### config.mk
export PLATFORM = sky130hd
export DESIGN_NAME = bt4_banked_timer_four
export DESIGN_NICKNAME = d
export VERILOG_FILES = /design/src/inc/bt4_pkg.sv /design/src/bt4_banked_timer_four.sv
export SDC_FILE = /design/constraint.sdc
export NUM_CORES = 1
export LEC_CHECK = 0
export BUFFER_PORTS_ARGS = -buffer_cell sky130_fd_sc_hd__buf_2
export CELL_PAD_IN_SITES_DETAIL_PLACEMENT = 0
export CELL_PAD_IN_SITES_GLOBAL_PLACEMENT = 2
export CORE_MARGIN = 4
export CORE_UTILIZATION = 37
export DETAILED_ROUTE_END_ITERATION = 8
export PLACE_DENSITY = 0.95
export SYNTH_ARGS = -nofsm -noshare
export SYNTH_HDL_FRONTEND = slang
export SYNTH_SLANG_ARGS = --single-unit
### constraint.sdc
create_clock -name clk -period 4.6 [get_ports clk]
set_input_delay 0.92 -clock clk [delete_from_list [all_inputs] [get_ports clk]]
set_output_delay 0.92 -clock clk [all_outputs]
set_load 0.05 [all_outputs]
### src/inc/bt4_pkg.sv
package bt4_pkg;

  // register indices; byte address is four times the index
  localparam logic [7:0] BT4_IDX_IE2    = 8'hA9;
  localparam logic [7:0] BT4_IDX_IP2    = 8'hB9;
  localparam logic [7:0] BT4_IDX_CTRL   = 8'hC8;
  localparam logic [7:0] BT4_IDX_MODE   = 8'hC9;
  localparam logic [7:0] BT4_IDX_RLD_LO = 8'hCA;
  localparam logic [7:0] BT4_IDX_RLD_HI = 8'hCB;
  localparam logic [7:0] BT4_IDX_CNT_LO = 8'hCC;
  localparam logic [7:0] BT4_IDX_CNT_HI = 8'hCD;
  localparam logic [7:0] BT4_IDX_BANK   = 8'hCE;
  localparam logic [7:0] BT4_IDX_STAT   = 8'hD0;
  localparam logic [7:0] BT4_IDX_IEN    = 8'hD1;
  localparam logic [7:0] BT4_IDX_ICLR   = 8'hD2;

  // bank pointer code that selects this timer, and its reset value
  localparam logic [2:0] BT4_BANK_SEL   = 3'h4;
  localparam logic [2:0] BT4_BANK_RST   = 3'h2;

  // bit positions in the shared enable and priority registers
  localparam int unsigned BT4_IE2_BIT   = 7;
  localparam int unsigned BT4_IP2_BIT   = 7;

  // status layout: bit 0 overflow event, bit 1 trigger event
  localparam int unsigned BT4_ST_OVF    = 0;
  localparam int unsigned BT4_ST_EXT    = 1;
  localparam int unsigned BT4_ST_W      = 2;

  // reset values and counting constants
  localparam logic [7:0]  BT4_REG_RST   = 8'h00;
  localparam logic [15:0] BT4_CNT_TOP   = 16'hFFFF;
  localparam logic [15:0] BT4_CNT_ZERO  = 16'h0000;
  localparam logic [3:0]  BT4_PRESCALE  = 4'hC;

  // control register fields, msb first
  typedef struct packed {
    logic       overflow_flag;
    logic       external_event_flag;
    logic [1:0] reserved;
    logic       trigger_enable;
    logic       run_control;
    logic       counter_mode;
    logic       capture_reload_select;
  } bt4_ctrl_type;

  // mode register fields, msb first
  typedef struct packed {
    logic       count_source_select;
    logic       reserved;
    logic       pwm_channel_b_enable;
    logic       pwm_channel_a_enable;
    logic       pwm_channel_b_invert;
    logic       pwm_channel_a_invert;
    logic       clock_output_enable;
    logic       down_count_enable;
  } bt4_mode_type;

endpackage

### src/bt4_banked_timer_four.sv
// Decided for this implementation: the Wishbone register port.
`timescale 1ns/10ps
`default_nettype none

// banked 16-bit timer/counter with wishbone register access
module bt4_banked_timer_four #(
  parameter logic [3:0] PRESCALE = bt4_pkg::BT4_PRESCALE
) (
  input  wire logic        clk,
  input  wire logic        rst_n,
  // classic wishbone slave
  input  wire logic        wb_cyc_i,
  input  wire logic        wb_stb_i,
  input  wire logic        wb_we_i,
  input  wire logic [9:0]  wb_adr_i,
  input  wire logic [3:0]  wb_sel_i,
  input  wire logic [31:0] wb_dat_i,
  output logic      [31:0] wb_dat_o,
  output logic             wb_ack_o,
  // count pin: input in counter mode, clock output in clock-out mode
  input  wire logic        count_io_pin_i,
  output logic             count_io_pin_o,
  output logic             count_io_pin_oe,
  // trigger pin: capture/reload edge, or direction level
  input  wire logic        external_trigger_pin_i,
  // run state shared with the paired pwm counter
  output logic             paired_pwm_run,
  // pwm channel settings handed to the pwm block
  output logic [3:0]       pwm_channel_cfg,
  // interrupt request and its priority
  output logic             timer_irq,
  output logic             timer_irq_priority
);

  // ---------------------------------------------------------------
  // register state
  // ---------------------------------------------------------------
  bt4_pkg::bt4_ctrl_type ctrl_r;          // banked control register
  bt4_pkg::bt4_ctrl_type ctrl_nxt;        // its next value
  bt4_pkg::bt4_mode_type mode_r;          // banked mode register
  logic [7:0]            ie2_r;           // shared interrupt enable two
  logic [7:0]            ip2_r;           // shared interrupt priority two
  logic [2:0]            bank_r;          // register bank pointer
  logic [15:0]           cnt_r;           // the counter itself
  logic [15:0]           cnt_nxt;         // counter next value
  logic [15:0]           rld_r;           // reload / capture register
  logic [15:0]           rld_nxt;         // reload next value
  logic [3:0]            pre_r;           // fsys/12 prescaler
  logic                  cio_d_r;         // count pin, one cycle old
  logic                  trg_d_r;         // trigger pin, one cycle old
  logic                  half_r;          // overflow pair divider
  logic                  clk_out_r;       // clock output level
  logic [bt4_pkg::BT4_ST_W-1:0] stat_r;   // sticky event status
  logic [bt4_pkg::BT4_ST_W-1:0] ien_r;    // event enables
  logic                  ack_r;           // bus acknowledge
  logic [31:0]           rdat_r;          // registered read data

  // ---------------------------------------------------------------
  // bus decode
  // ---------------------------------------------------------------
  wire logic [7:0] idx      = wb_adr_i[9:2];           // register index
  wire logic       req      = wb_cyc_i & wb_stb_i & ~ack_r;
  wire logic       wr       = req & wb_we_i & wb_sel_i[0];
  wire logic [7:0] wd       = wb_dat_i[7:0];
  // banked registers only answer when the pointer selects this timer
  wire logic       bank_hit = (bank_r == bt4_pkg::BT4_BANK_SEL);

  wire logic wr_ie2  = wr & (idx == bt4_pkg::BT4_IDX_IE2);
  wire logic wr_ip2  = wr & (idx == bt4_pkg::BT4_IDX_IP2);
  wire logic wr_bank = wr & (idx == bt4_pkg::BT4_IDX_BANK);
  wire logic wr_ien  = wr & (idx == bt4_pkg::BT4_IDX_IEN);
  wire logic wr_iclr = wr & (idx == bt4_pkg::BT4_IDX_ICLR);
  wire logic wr_ctrl = wr & bank_hit & (idx == bt4_pkg::BT4_IDX_CTRL);
  wire logic wr_mode = wr & bank_hit & (idx == bt4_pkg::BT4_IDX_MODE);
  wire logic wr_rl   = wr & bank_hit & (idx == bt4_pkg::BT4_IDX_RLD_LO);
  wire logic wr_rh   = wr & bank_hit & (idx == bt4_pkg::BT4_IDX_RLD_HI);
  wire logic wr_cl   = wr & bank_hit & (idx == bt4_pkg::BT4_IDX_CNT_LO);
  wire logic wr_ch   = wr & bank_hit & (idx == bt4_pkg::BT4_IDX_CNT_HI);

  // read mux; banked slots read zero when another bank is selected
  logic [7:0] rd_byte;
  always_comb begin
    rd_byte = 8'h00;
    unique case (idx)
      bt4_pkg::BT4_IDX_IE2:    rd_byte = ie2_r;
      bt4_pkg::BT4_IDX_IP2:    rd_byte = ip2_r;
      bt4_pkg::BT4_IDX_BANK:   rd_byte = {5'h00, bank_r};
      bt4_pkg::BT4_IDX_STAT:   rd_byte = {6'h00, stat_r};
      bt4_pkg::BT4_IDX_IEN:    rd_byte = {6'h00, ien_r};
      bt4_pkg::BT4_IDX_CTRL:   rd_byte = bank_hit ? {ctrl_r[7:6], 2'b00, ctrl_r[3:0]} : 8'h00;
      bt4_pkg::BT4_IDX_MODE:   rd_byte = bank_hit ? {mode_r[7], 1'b0, mode_r[5:0]} : 8'h00;
      bt4_pkg::BT4_IDX_RLD_LO: rd_byte = bank_hit ? rld_r[7:0] : 8'h00;
      bt4_pkg::BT4_IDX_RLD_HI: rd_byte = bank_hit ? rld_r[15:8] : 8'h00;
      bt4_pkg::BT4_IDX_CNT_LO: rd_byte = bank_hit ? cnt_r[7:0] : 8'h00;
      bt4_pkg::BT4_IDX_CNT_HI: rd_byte = bank_hit ? cnt_r[15:8] : 8'h00;
      // clear register is write-only; unmapped indices read zero
      default:                 rd_byte = 8'h00;
    endcase
  end

  // ---------------------------------------------------------------
  // mode decode
  // ---------------------------------------------------------------
  // clock-out needs timer mode; counter mode keeps the pin an input
  wire logic clkout_mode = mode_r.clock_output_enable & ~ctrl_r.counter_mode;
  // direction from the trigger pin only in reload mode with down enabled
  wire logic dn_mode     = mode_r.down_count_enable & ~ctrl_r.capture_reload_select
                           & ~clkout_mode;
  wire logic count_down  = dn_mode & ~external_trigger_pin_i;

  // ---------------------------------------------------------------
  // count source
  // ---------------------------------------------------------------
  wire logic pre_wrap   = (pre_r == PRESCALE - 4'h1);
  // fsys/12 when the source bit is low, every clock when high
  wire logic tick_timer = mode_r.count_source_select | pre_wrap;
  // inputs are synchronous; a one-cycle-old copy finds falling edges
  wire logic cio_fall   = cio_d_r & ~count_io_pin_i;
  wire logic tick_src   = ctrl_r.counter_mode ? cio_fall : tick_timer;
  wire logic tick       = ctrl_r.run_control & tick_src;

  // ---------------------------------------------------------------
  // overflow and trigger events
  // ---------------------------------------------------------------
  wire logic top_hit  = (cnt_r == bt4_pkg::BT4_CNT_TOP);
  wire logic bot_hit  = (cnt_r == rld_r);
  wire logic ovf      = tick & (count_down ? bot_hit : top_hit);
  wire logic trg_fall = trg_d_r & ~external_trigger_pin_i;
  // trigger edges ignored unless enabled; in down mode the pin is a level only
  wire logic trg_evt  = ctrl_r.trigger_enable & trg_fall & ~dn_mode;
  wire logic cap_evt  = trg_evt & ctrl_r.capture_reload_select & ~clkout_mode;
  wire logic rld_evt  = trg_evt & ~ctrl_r.capture_reload_select & ~clkout_mode;
  // clock-out overflows raise no flag and no interrupt
  wire logic ovf_set  = ovf & ~clkout_mode;
  // in down mode the event flag acts as a 17th count bit
  wire logic ext_tog  = ovf & dn_mode;

  // ---------------------------------------------------------------
  // counter next value
  // ---------------------------------------------------------------
  logic [15:0] cnt_hw;
  always_comb begin
    cnt_hw = cnt_r;
    if (ovf) begin
      if (count_down) begin
        cnt_hw = bt4_pkg::BT4_CNT_TOP;
      end else if (ctrl_r.capture_reload_select & ~clkout_mode) begin
        // capture mode has no reload: plain 16-bit wrap
        cnt_hw = bt4_pkg::BT4_CNT_ZERO;
      end else begin
        cnt_hw = rld_r;
      end
    end else if (tick) begin
      cnt_hw = count_down ? cnt_r - 16'h0001 : cnt_r + 16'h0001;
    end else if (rld_evt) begin
      // a trigger edge forces a reload even with the timer stopped
      cnt_hw = rld_r;
    end
  end
  // software byte writes win over counting in the same cycle
  assign cnt_nxt = {wr_ch ? wd : cnt_hw[15:8], wr_cl ? wd : cnt_hw[7:0]};

  // capture copies the live counter; software writes take precedence
  wire logic [15:0] rld_hw = cap_evt ? cnt_r : rld_r;
  assign rld_nxt = {wr_rh ? wd : rld_hw[15:8], wr_rl ? wd : rld_hw[7:0]};

  // ---------------------------------------------------------------
  // control register next value: hardware set beats software clear
  // ---------------------------------------------------------------
  always_comb begin
    ctrl_nxt = ctrl_r;
    if (wr_ctrl) begin
      ctrl_nxt          = bt4_pkg::bt4_ctrl_type'(wd);
      ctrl_nxt.reserved = 2'b00;
    end
    if (ovf_set) begin
      ctrl_nxt.overflow_flag = 1'b1;
    end
    if (trg_evt) begin
      ctrl_nxt.external_event_flag = 1'b1;
    end else if (ext_tog) begin
      ctrl_nxt.external_event_flag = ~ctrl_r.external_event_flag;
    end
  end

  // ---------------------------------------------------------------
  // interrupt status: sticky, set wins over the clear register
  // ---------------------------------------------------------------
  wire logic [bt4_pkg::BT4_ST_W-1:0] st_set = {trg_evt, ovf_set};
  wire logic [bt4_pkg::BT4_ST_W-1:0] st_clr = wr_iclr ? wd[bt4_pkg::BT4_ST_W-1:0]
                                                      : {bt4_pkg::BT4_ST_W{1'b0}};
  wire logic [bt4_pkg::BT4_ST_W-1:0] st_nxt = (stat_r & ~st_clr) | st_set;

  // ---------------------------------------------------------------
  // clock output: toggle every second overflow, 50% duty
  // ---------------------------------------------------------------
  // one output period spans four overflows, giving fn/(4*(65536-reload))
  wire logic clk_flip = clkout_mode & ovf & half_r;

  // ---------------------------------------------------------------
  // bus handshake and shared registers
  // ---------------------------------------------------------------
  // ack one cycle after the request, dropped the cycle after
  always_ff @(posedge clk or negedge rst_n) begin
    if (!rst_n) begin
      ack_r  <= 1'b0;
      rdat_r <= 32'h0000_0000;
    end else begin
      ack_r  <= req;
      rdat_r <= {24'h00_0000, rd_byte};
    end
  end

  // registers outside the bank: enable, priority, pointer, irq masks
  always_ff @(posedge clk or negedge rst_n) begin
    if (!rst_n) begin
      ie2_r  <= bt4_pkg::BT4_REG_RST;
      ip2_r  <= bt4_pkg::BT4_REG_RST;
      bank_r <= bt4_pkg::BT4_BANK_RST;
      ien_r  <= {bt4_pkg::BT4_ST_W{1'b0}};
    end else begin
      if (wr_ie2) begin
        ie2_r <= {wd[7:5], 1'b0, wd[3:0]};
      end
      if (wr_ip2) begin
        ip2_r <= {wd[7:5], 1'b0, wd[3:0]};
      end
      if (wr_bank) begin
        bank_r <= wd[2:0];
      end
      if (wr_ien) begin
        ien_r <= wd[bt4_pkg::BT4_ST_W-1:0];
      end
    end
  end

  // banked control and mode registers
  always_ff @(posedge clk or negedge rst_n) begin
    if (!rst_n) begin
      ctrl_r <= bt4_pkg::bt4_ctrl_type'(bt4_pkg::BT4_REG_RST);
      mode_r <= bt4_pkg::bt4_mode_type'(bt4_pkg::BT4_REG_RST);
    end else begin
      ctrl_r <= ctrl_nxt;
      if (wr_mode) begin
        mode_r          <= bt4_pkg::bt4_mode_type'(wd);
        mode_r.reserved <= 1'b0;
      end
    end
  end

  // counter, reload/capture and the sticky status
  always_ff @(posedge clk or negedge rst_n) begin
    if (!rst_n) begin
      cnt_r  <= bt4_pkg::BT4_CNT_ZERO;
      rld_r  <= bt4_pkg::BT4_CNT_ZERO;
      stat_r <= {bt4_pkg::BT4_ST_W{1'b0}};
    end else begin
      cnt_r  <= cnt_nxt;
      rld_r  <= rld_nxt;
      stat_r <= st_nxt;
    end
  end

  // prescaler runs only with the timer, so each start begins a full /12
  always_ff @(posedge clk or negedge rst_n) begin
    if (!rst_n) begin
      pre_r <= 4'h0;
    end else if (!ctrl_r.run_control || pre_wrap) begin
      pre_r <= 4'h0;
    end else begin
      pre_r <= pre_r + 4'h1;
    end
  end

  // pin history for edge detection; idle-high so reset sees no edge
  always_ff @(posedge clk or negedge rst_n) begin
    if (!rst_n) begin
      cio_d_r <= 1'b1;
      trg_d_r <= 1'b1;
    end else begin
      cio_d_r <= count_io_pin_i;
      trg_d_r <= external_trigger_pin_i;
    end
  end

  // clock-out divider; parked low whenever the mode is off
  always_ff @(posedge clk or negedge rst_n) begin
    if (!rst_n) begin
      half_r    <= 1'b0;
      clk_out_r <= 1'b0;
    end else if (!clkout_mode) begin
      half_r    <= 1'b0;
      clk_out_r <= 1'b0;
    end else begin
      if (ovf) begin
        half_r <= ~half_r;
      end
      if (clk_flip) begin
        clk_out_r <= ~clk_out_r;
      end
    end
  end

  // ---------------------------------------------------------------
  // outputs
  // ---------------------------------------------------------------
  assign wb_ack_o        = ack_r;
  assign wb_dat_o        = rdat_r;
  // pin drives only in clock-out mode; otherwise an input or plain i/o
  assign count_io_pin_o  = clk_out_r;
  assign count_io_pin_oe = clkout_mode;
  // one run bit steers both this counter and the paired pwm counter
  assign paired_pwm_run  = ctrl_r.run_control;
  assign pwm_channel_cfg = mode_r[5:2];
  // the shared enable bit gates every enabled sticky event
  assign timer_irq       = ie2_r[bt4_pkg::BT4_IE2_BIT] & |(stat_r & ien_r);
  assign timer_irq_priority = ip2_r[bt4_pkg::BT4_IP2_BIT];
  // only capture, auto-reload and clock-out exist here; no baud path

endmodule

`default_nettype wire

# Word-level counts from Yosys, hierarchy flattened
# Index checks and enable logic that the tools add are counted.
# classes
addsub,3
n_eq_ne,18
muxes,30
bitwise_logic,51
reduce_logical,9
# ops
op,count
16-bit 2-to-1 mux,7
8-bit equality test (second input constant),12
8-bit 2-to-1 mux,11
8-bit case mux with 11 select lines,1
1-bit bitwise AND,36
16-bit by 1-bit adder with 16-bit output (second input constant),1
16-bit equality test,1
16-bit equality test (second input constant),1
16-bit by 1-bit subtractor with 16-bit output (second input constant),1
1-bit inverter,10
1-bit 2-to-1 mux,9
4-bit nonzero test,2
2-bit nonzero test,3
4-bit by 1-bit adder with 4-bit output (second input constant),1
2-bit bitwise AND,2
4-bit equality test (second input constant),1
4-bit 2-to-1 mux,1
2-bit by 1-bit inequality test with 1-bit output (second input constant),2
3-bit equality test (second input constant),1
3-bit nonzero test,1
2-bit 2-to-1 mux,1
2-bit inverter,1
2-bit OR,1
2-bit OR reduction,1
other kinds (3),3
# word_totals
regBits,83
output_inout_bits,42
word_cells,140

# Longest topological paths before layout
# depth
ltp_word,12
ltp_mapped,16
ltp_nobuf,13

# Worst setup path before layout
# No wires, ideal clock.
# synth_timing
kind,input -> register
startpoint,input external_trigger_pin_i
endpoint,register cnt_r[14]
setup_ns,0.101
t_arrival_ns,3.258
required_time_ns,4.499
setup_slack_ns,1.242
cell_stages,13
n_path_buf,2
path_cell_list,nor3_2 buf_2 buf_1 xnor2_1 ha_1 nand3_1 o32ai_1 a2bb2oi_1 a211oi_1 o211ai_1 o21ai_0 a21oi_1 nor4_1
# synth_via
elab_chain_len,7
# synth_lines
item,line,text
from (decl),bt4_banked_timer_four.sv:25,"input wire logic external_trigger_pin_i,"
1-bit inverter *,"bt4_banked_timer_four.sv:109, bt4_banked_timer_four.sv:128",
1-bit bitwise AND,bt4_banked_timer_four.sv:128,wire logic trg_fall = trg_d_r & ~external_trigger_pin_i;
1-bit bitwise AND (2 in a row),bt4_banked_timer_four.sv:130,wire logic trg_evt = ctrl_r.trigger_enable & trg_fall & ~dn_mode;
1-bit bitwise AND (2 in a row),bt4_banked_timer_four.sv:132,wire logic rld_evt = trg_evt & ~ctrl_r.capture_reload_select & ~clkout_mode;
4-bit nonzero test (no source line),-,
to (signal assigned),bt4_banked_timer_four.sv:254,cnt_r <= bt4_pkg::BT4_CNT_ZERO;
to (signal assigned),bt4_banked_timer_four.sv:258,cnt_r <= cnt_nxt;
to (decl),bt4_banked_timer_four.sv:44,logic [15:0] cnt_r;
# Every way passes the cells marked *; elsewhere a longest branch is shown, timed or not.
# A chain may end at the register's enable or synchronous reset.

# Final worst setup path
# layout_timing
startpoint,register mode_r[1] (netlist name)
endpoint,register cnt_r[10]
# layout_via
elab_chain_len,8
# layout_lines
item,line,text
from (decl),bt4_banked_timer_four.sv:40,bt4_pkg::bt4_mode_type mode_r;
from (signal assigned),bt4_banked_timer_four.sv:241,mode_r <= bt4_pkg::bt4_mode_type'(bt4_pkg::BT4_REG_RST);
from (signal assigned),bt4_banked_timer_four.sv:245,mode_r <= bt4_pkg::bt4_mode_type'(wd);
1-bit bitwise AND *,bt4_banked_timer_four.sv:105,wire logic clkout_mode = mode_r.clock_output_enable & ~ctrl_r.counter_mode;
1-bit inverter *,"bt4_banked_timer_four.sv:108, bt4_banked_timer_four.sv:132, bt4_banked_timer_four.sv:147",
1-bit bitwise AND,bt4_banked_timer_four.sv:108,& ~clkout_mode;
1-bit bitwise AND or 1-bit inverter (tied branches),"bt4_banked_timer_four.sv:109, bt4_banked_timer_four.sv:130",
16-bit 2-to-1 mux (tied with other cells),bt4_banked_timer_four.sv:154,cnt_hw = count_down ? cnt_r - 16'h0001 : cnt_r + 16'h0001;
16-bit 2-to-1 mux (tied with other cells),bt4_banked_timer_four.sv:153,end else if (tick) begin
16-bit 2-to-1 mux or 1-bit bitwise AND (tied branches),"bt4_banked_timer_four.sv:144, bt4_banked_timer_four.sv:132",
8-bit 2-to-1 mux or 4-bit nonzero test (tied branches),-,
# Marked as above.

==> qor.yml <==
worst_setup_path:
  crit_chain: "or2b_1, inv_4, nor3_2, buf_4, nand3_1, o22ai_1, nand3_2, and2_1, a211oi_1, a21oi_1"
  regToRegStartpoint: "mode_r[1]"
  worst-endpoint-arrival_ps: 3520
  crit_path_max_incr_delay_ps: 440
  critical_path.endpoint_type: "flip-flop"
  worstPathRequired_ps: 4830
  r2r_cells: 10
  start_kind: "flip-flop"
  critical_path.slowest_cell: "sky130_fd_sc_hd__nand3_2"
  setup_crit_path_kind: "reg -> reg"
  r2r_slack_ps: 1310
  reg2reg_to: "cnt_r[10]"
  critPathMaxFanout: 20
power_and_ir_drop:
  power_density_nw_per_um2: 271
  peakVddDrop_uv: 160
  reported_leakage_power_uw: 0.00257
yosys:
  yosys_warnings: 0
  synthesis.area_per_instance_sq_um: 8.78
  synthesis.area_sq_um: 5340
  synth_seq_area_share_pct: 39.0
  synth_ff_type: "sky130_fd_sc_hd__dfrtp_1"
  netlist_instances: 608
  synth.lib_cells_used.distinct: 63
  synth_enable_flop_cells: 0
  async_reset_ff_share_pct: 100
  postSynthRegisterBits: 83
route:
  drt_first_iter_violations: 533
  route.detailed.drc: 0
  vias: 4878
  ant_nets: 0
  route.final.wire_length_um: 17200
  post_detailed_route_wirelength_per_cell_um: 21.2
  drt_first_pass_iters: 5
  vias_cell: 5.99
clock_network:
  post_cts_resize_count: 0
  cts_root_buffer: "sky130_fd_sc_hd__clkbuf_16"
  tritoncts: "done"
  htreeDepth: 3
  maximum_number_of_buffers_from_clock_root_to_sink: 2
  cts_inserted_buffers: 9
  cts_post_setup_buffers_inserted: 0
  clock_network_latency_to_the_later_pin_of_the_worst_skew_pair_ps: 350
  cts_sinks: 83
  clkTransAtPathRegs_ps: 70
  cts_hold_buf: 0
placement:
  dp_cells: 798
  gp_congestion: 0.970
  number_of_i_o_port_buffers: 41
  detailedPlacementHpwl_um: 12300
  pre_cts_slack_ps: 1130
  placedInstanceArea_sq_um: 5560
cells_and_area:
  layout.cell_area.non_filler_sq_um: 5860
  finalNonFillerCells: 814
  final.fill_count: 1422
  layout.area.seq_sq_um: 2080
  area_delta_synth_final_pct: 9.84
  antenna_cells_inserted: 0
  final_net_count: 684
  final_common_cell: "sky130_fd_sc_hd__dfrtp_1"
  final_layout_size_suffix_gt1_share_pct: 17.4
  multi_input_comb_area_sq_um: 2930
  layout_common_cells: "sky130_fd_sc_hd__dfrtp_1, sky130_fd_sc_hd__nor2_1, sky130_fd_sc_hd__nand2_1"
sta:
  max_slew.worst_pin.slew_ps: 1060
  layout_worst_path_cycle_share_pct: 71.5
  max-slew-margin-rel_pct: 29.4
  timing.setup.tns_ps: 0
  finalWorstSetupSlack_ps: 1310
  setup_viol: 0
  slew_violations: 0
  finalHoldViolCount: 0
  rsz0062_at_grt: "false"
  max_clock_freq_mhz: 304
  fin_worst_skew_ps: 8.29
  hold-worst-slack_ps: 438
  min_cycle_time_layout_ps: 3290
worst_hold_path:
  min_delay_path_depth: 1
  endpoint_with_the_worst_hold_slack: "wb_ack_o"
  hold_path_startpoint: "wb_ack_o"
  hp-class: "reg -> reg"
floorplanning:
  rows: 43
  start_util_pct: 38.2
  die_w_um: 128
  top_level_ports: 95
  die_h_um: 128
  design.core.area_sq_um: 14000
  die_area_sq_um: 16400
grt:
  grt_use_total_pct: 21.5
  global_route.overflow_total: 0
  grt_pass1_wl_um: 27500
  grt_antenna_before_repair: 0
  pin_count_of_the_biggest_net_entering_global_routing: 84
  grt_pass1_vias: 4770
run_status:
  run_status: "finished, final reports clean"
run:
  max-cap-violations: 0
synth_stat cells, types with 14 or more instances:
cell type | count | share of area (%)
sky130_fd_sc_hd__nand2_1 | 52 | 3.7
sky130_fd_sc_hd__mux2_2 | 32 | 6.7
sky130_fd_sc_hd__dfrtp_1 | 80 | 37
sky130_fd_sc_hd__mux2i_1 | 20 | 3.7
sky130_fd_sc_hd__nand3_1 | 17 | 1.6
sky130_fd_sc_hd__nor2_1 | 79 | 5.6
sky130_fd_sc_hd__a22oi_1 | 16 | 2.2
sky130_fd_sc_hd__inv_1 | 14 | 0.98
sky130_fd_sc_hd__buf_4 | 28 | 3.9
sky130_fd_sc_hd__clkbuf_1 | 25 | 1.8
sky130_fd_sc_hd__a21oi_1 | 42 | 3.9
sky130_fd_sc_hd__nor3_1 | 21 | 2.0
sky130_fd_sc_hd__xnor2_1 | 16 | 2.6
power breakdown:
group | internal [uW] | total (uW) | leakage (uW) | switching, uW
sequential | 733 | 736 | 0.00113 | 2.40
combinational | 14.4 | 104 | 0.00130 | 89.7
clock | 428 | 749 | 0.000141 | 321
total | 1180 | 1590 | 0.00257 | 413
worst max-delay path: cells and delay by family (launching register included):
| kind | cells | cell delay, ps |
|---|---|---|
| flops | 1 | 410 |
| buf+inv | 2 | 360 |
| simple gates | 5 | 1650 |
| compound gates | 3 | 740 |
layer usage:
| metal | wire [um] | GRT usage (%) |
|---|---|---|
| met1 | 7300 | 29.5 |
| met2 | 7910 | 33.0 |
| met3 | 1440 | 3.62 |
| met4 | 583 | 10.4 |
| met5 | 0 | 0 |
metrics by stage:
stage	power, uW	util, %
after floorplan	827	-
after global placement	852	39.8
after detailed placement	853	39.8
after CTS	1600	41.9
after global routing	1640	41.9
final	1590	41.9
how the worst max path moves through the flow:
stage,start,end,slack (ps),cells after the start
finish,mode_r[1],cnt_r[10],1310,10
global route,ctrl_r[1],cnt_r[10],1090,10
detailed placement,external_trigger_pin_i,cnt_r[8],1130,9
CTS,mode_r[1],cnt_r[8],1360,10
global placement,external_trigger_pin_i,cnt_r[8],1140,9
floorplan,external_trigger_pin_i,cnt_r[14],1240,13
logic make-up (layout without fill, tap and decap cells):
group	count (synthesis)	after routing	synth area share [%]
simple gates	230	230	20.4
compound gates	142	142	18.2
flops	83	83	39.0
buf+inv	77	80	7.78
mux	53	53	10.8
xor+xnor	20	20	3.28
fa+ha+maj	2	2	0.469
other cells	1	24	0.0702
state kept, by name, indices dropped and copies added, names as in the netlist:
name and flops:
cnt_r 16, rld_r 16, wb_dat_o 8, ie2_r 7
ip2_r 7, ctrl_r 5, pre_r 4, pwm_channel_cfg 4
bank_r 3, mode_r 3, ien_r 2, stat_r 2
cio_d_r 1, count_io_pin_o 1, half_r 1, paired_pwm_run 1
trg_d_r 1, wb_ack_o 1
area by class of cell:
cell class	instances	area share, %
Tap cell	180	3.84
Timing Repair Buffer	49	4.57
Clock inverter	6	1.26
Clock buffer	10	3.90
Multi-Input combinational cell	471	49.9
Sequential cell	83	35.5
Inverter	15	1.00
Power figures use the tool's default switching activity.
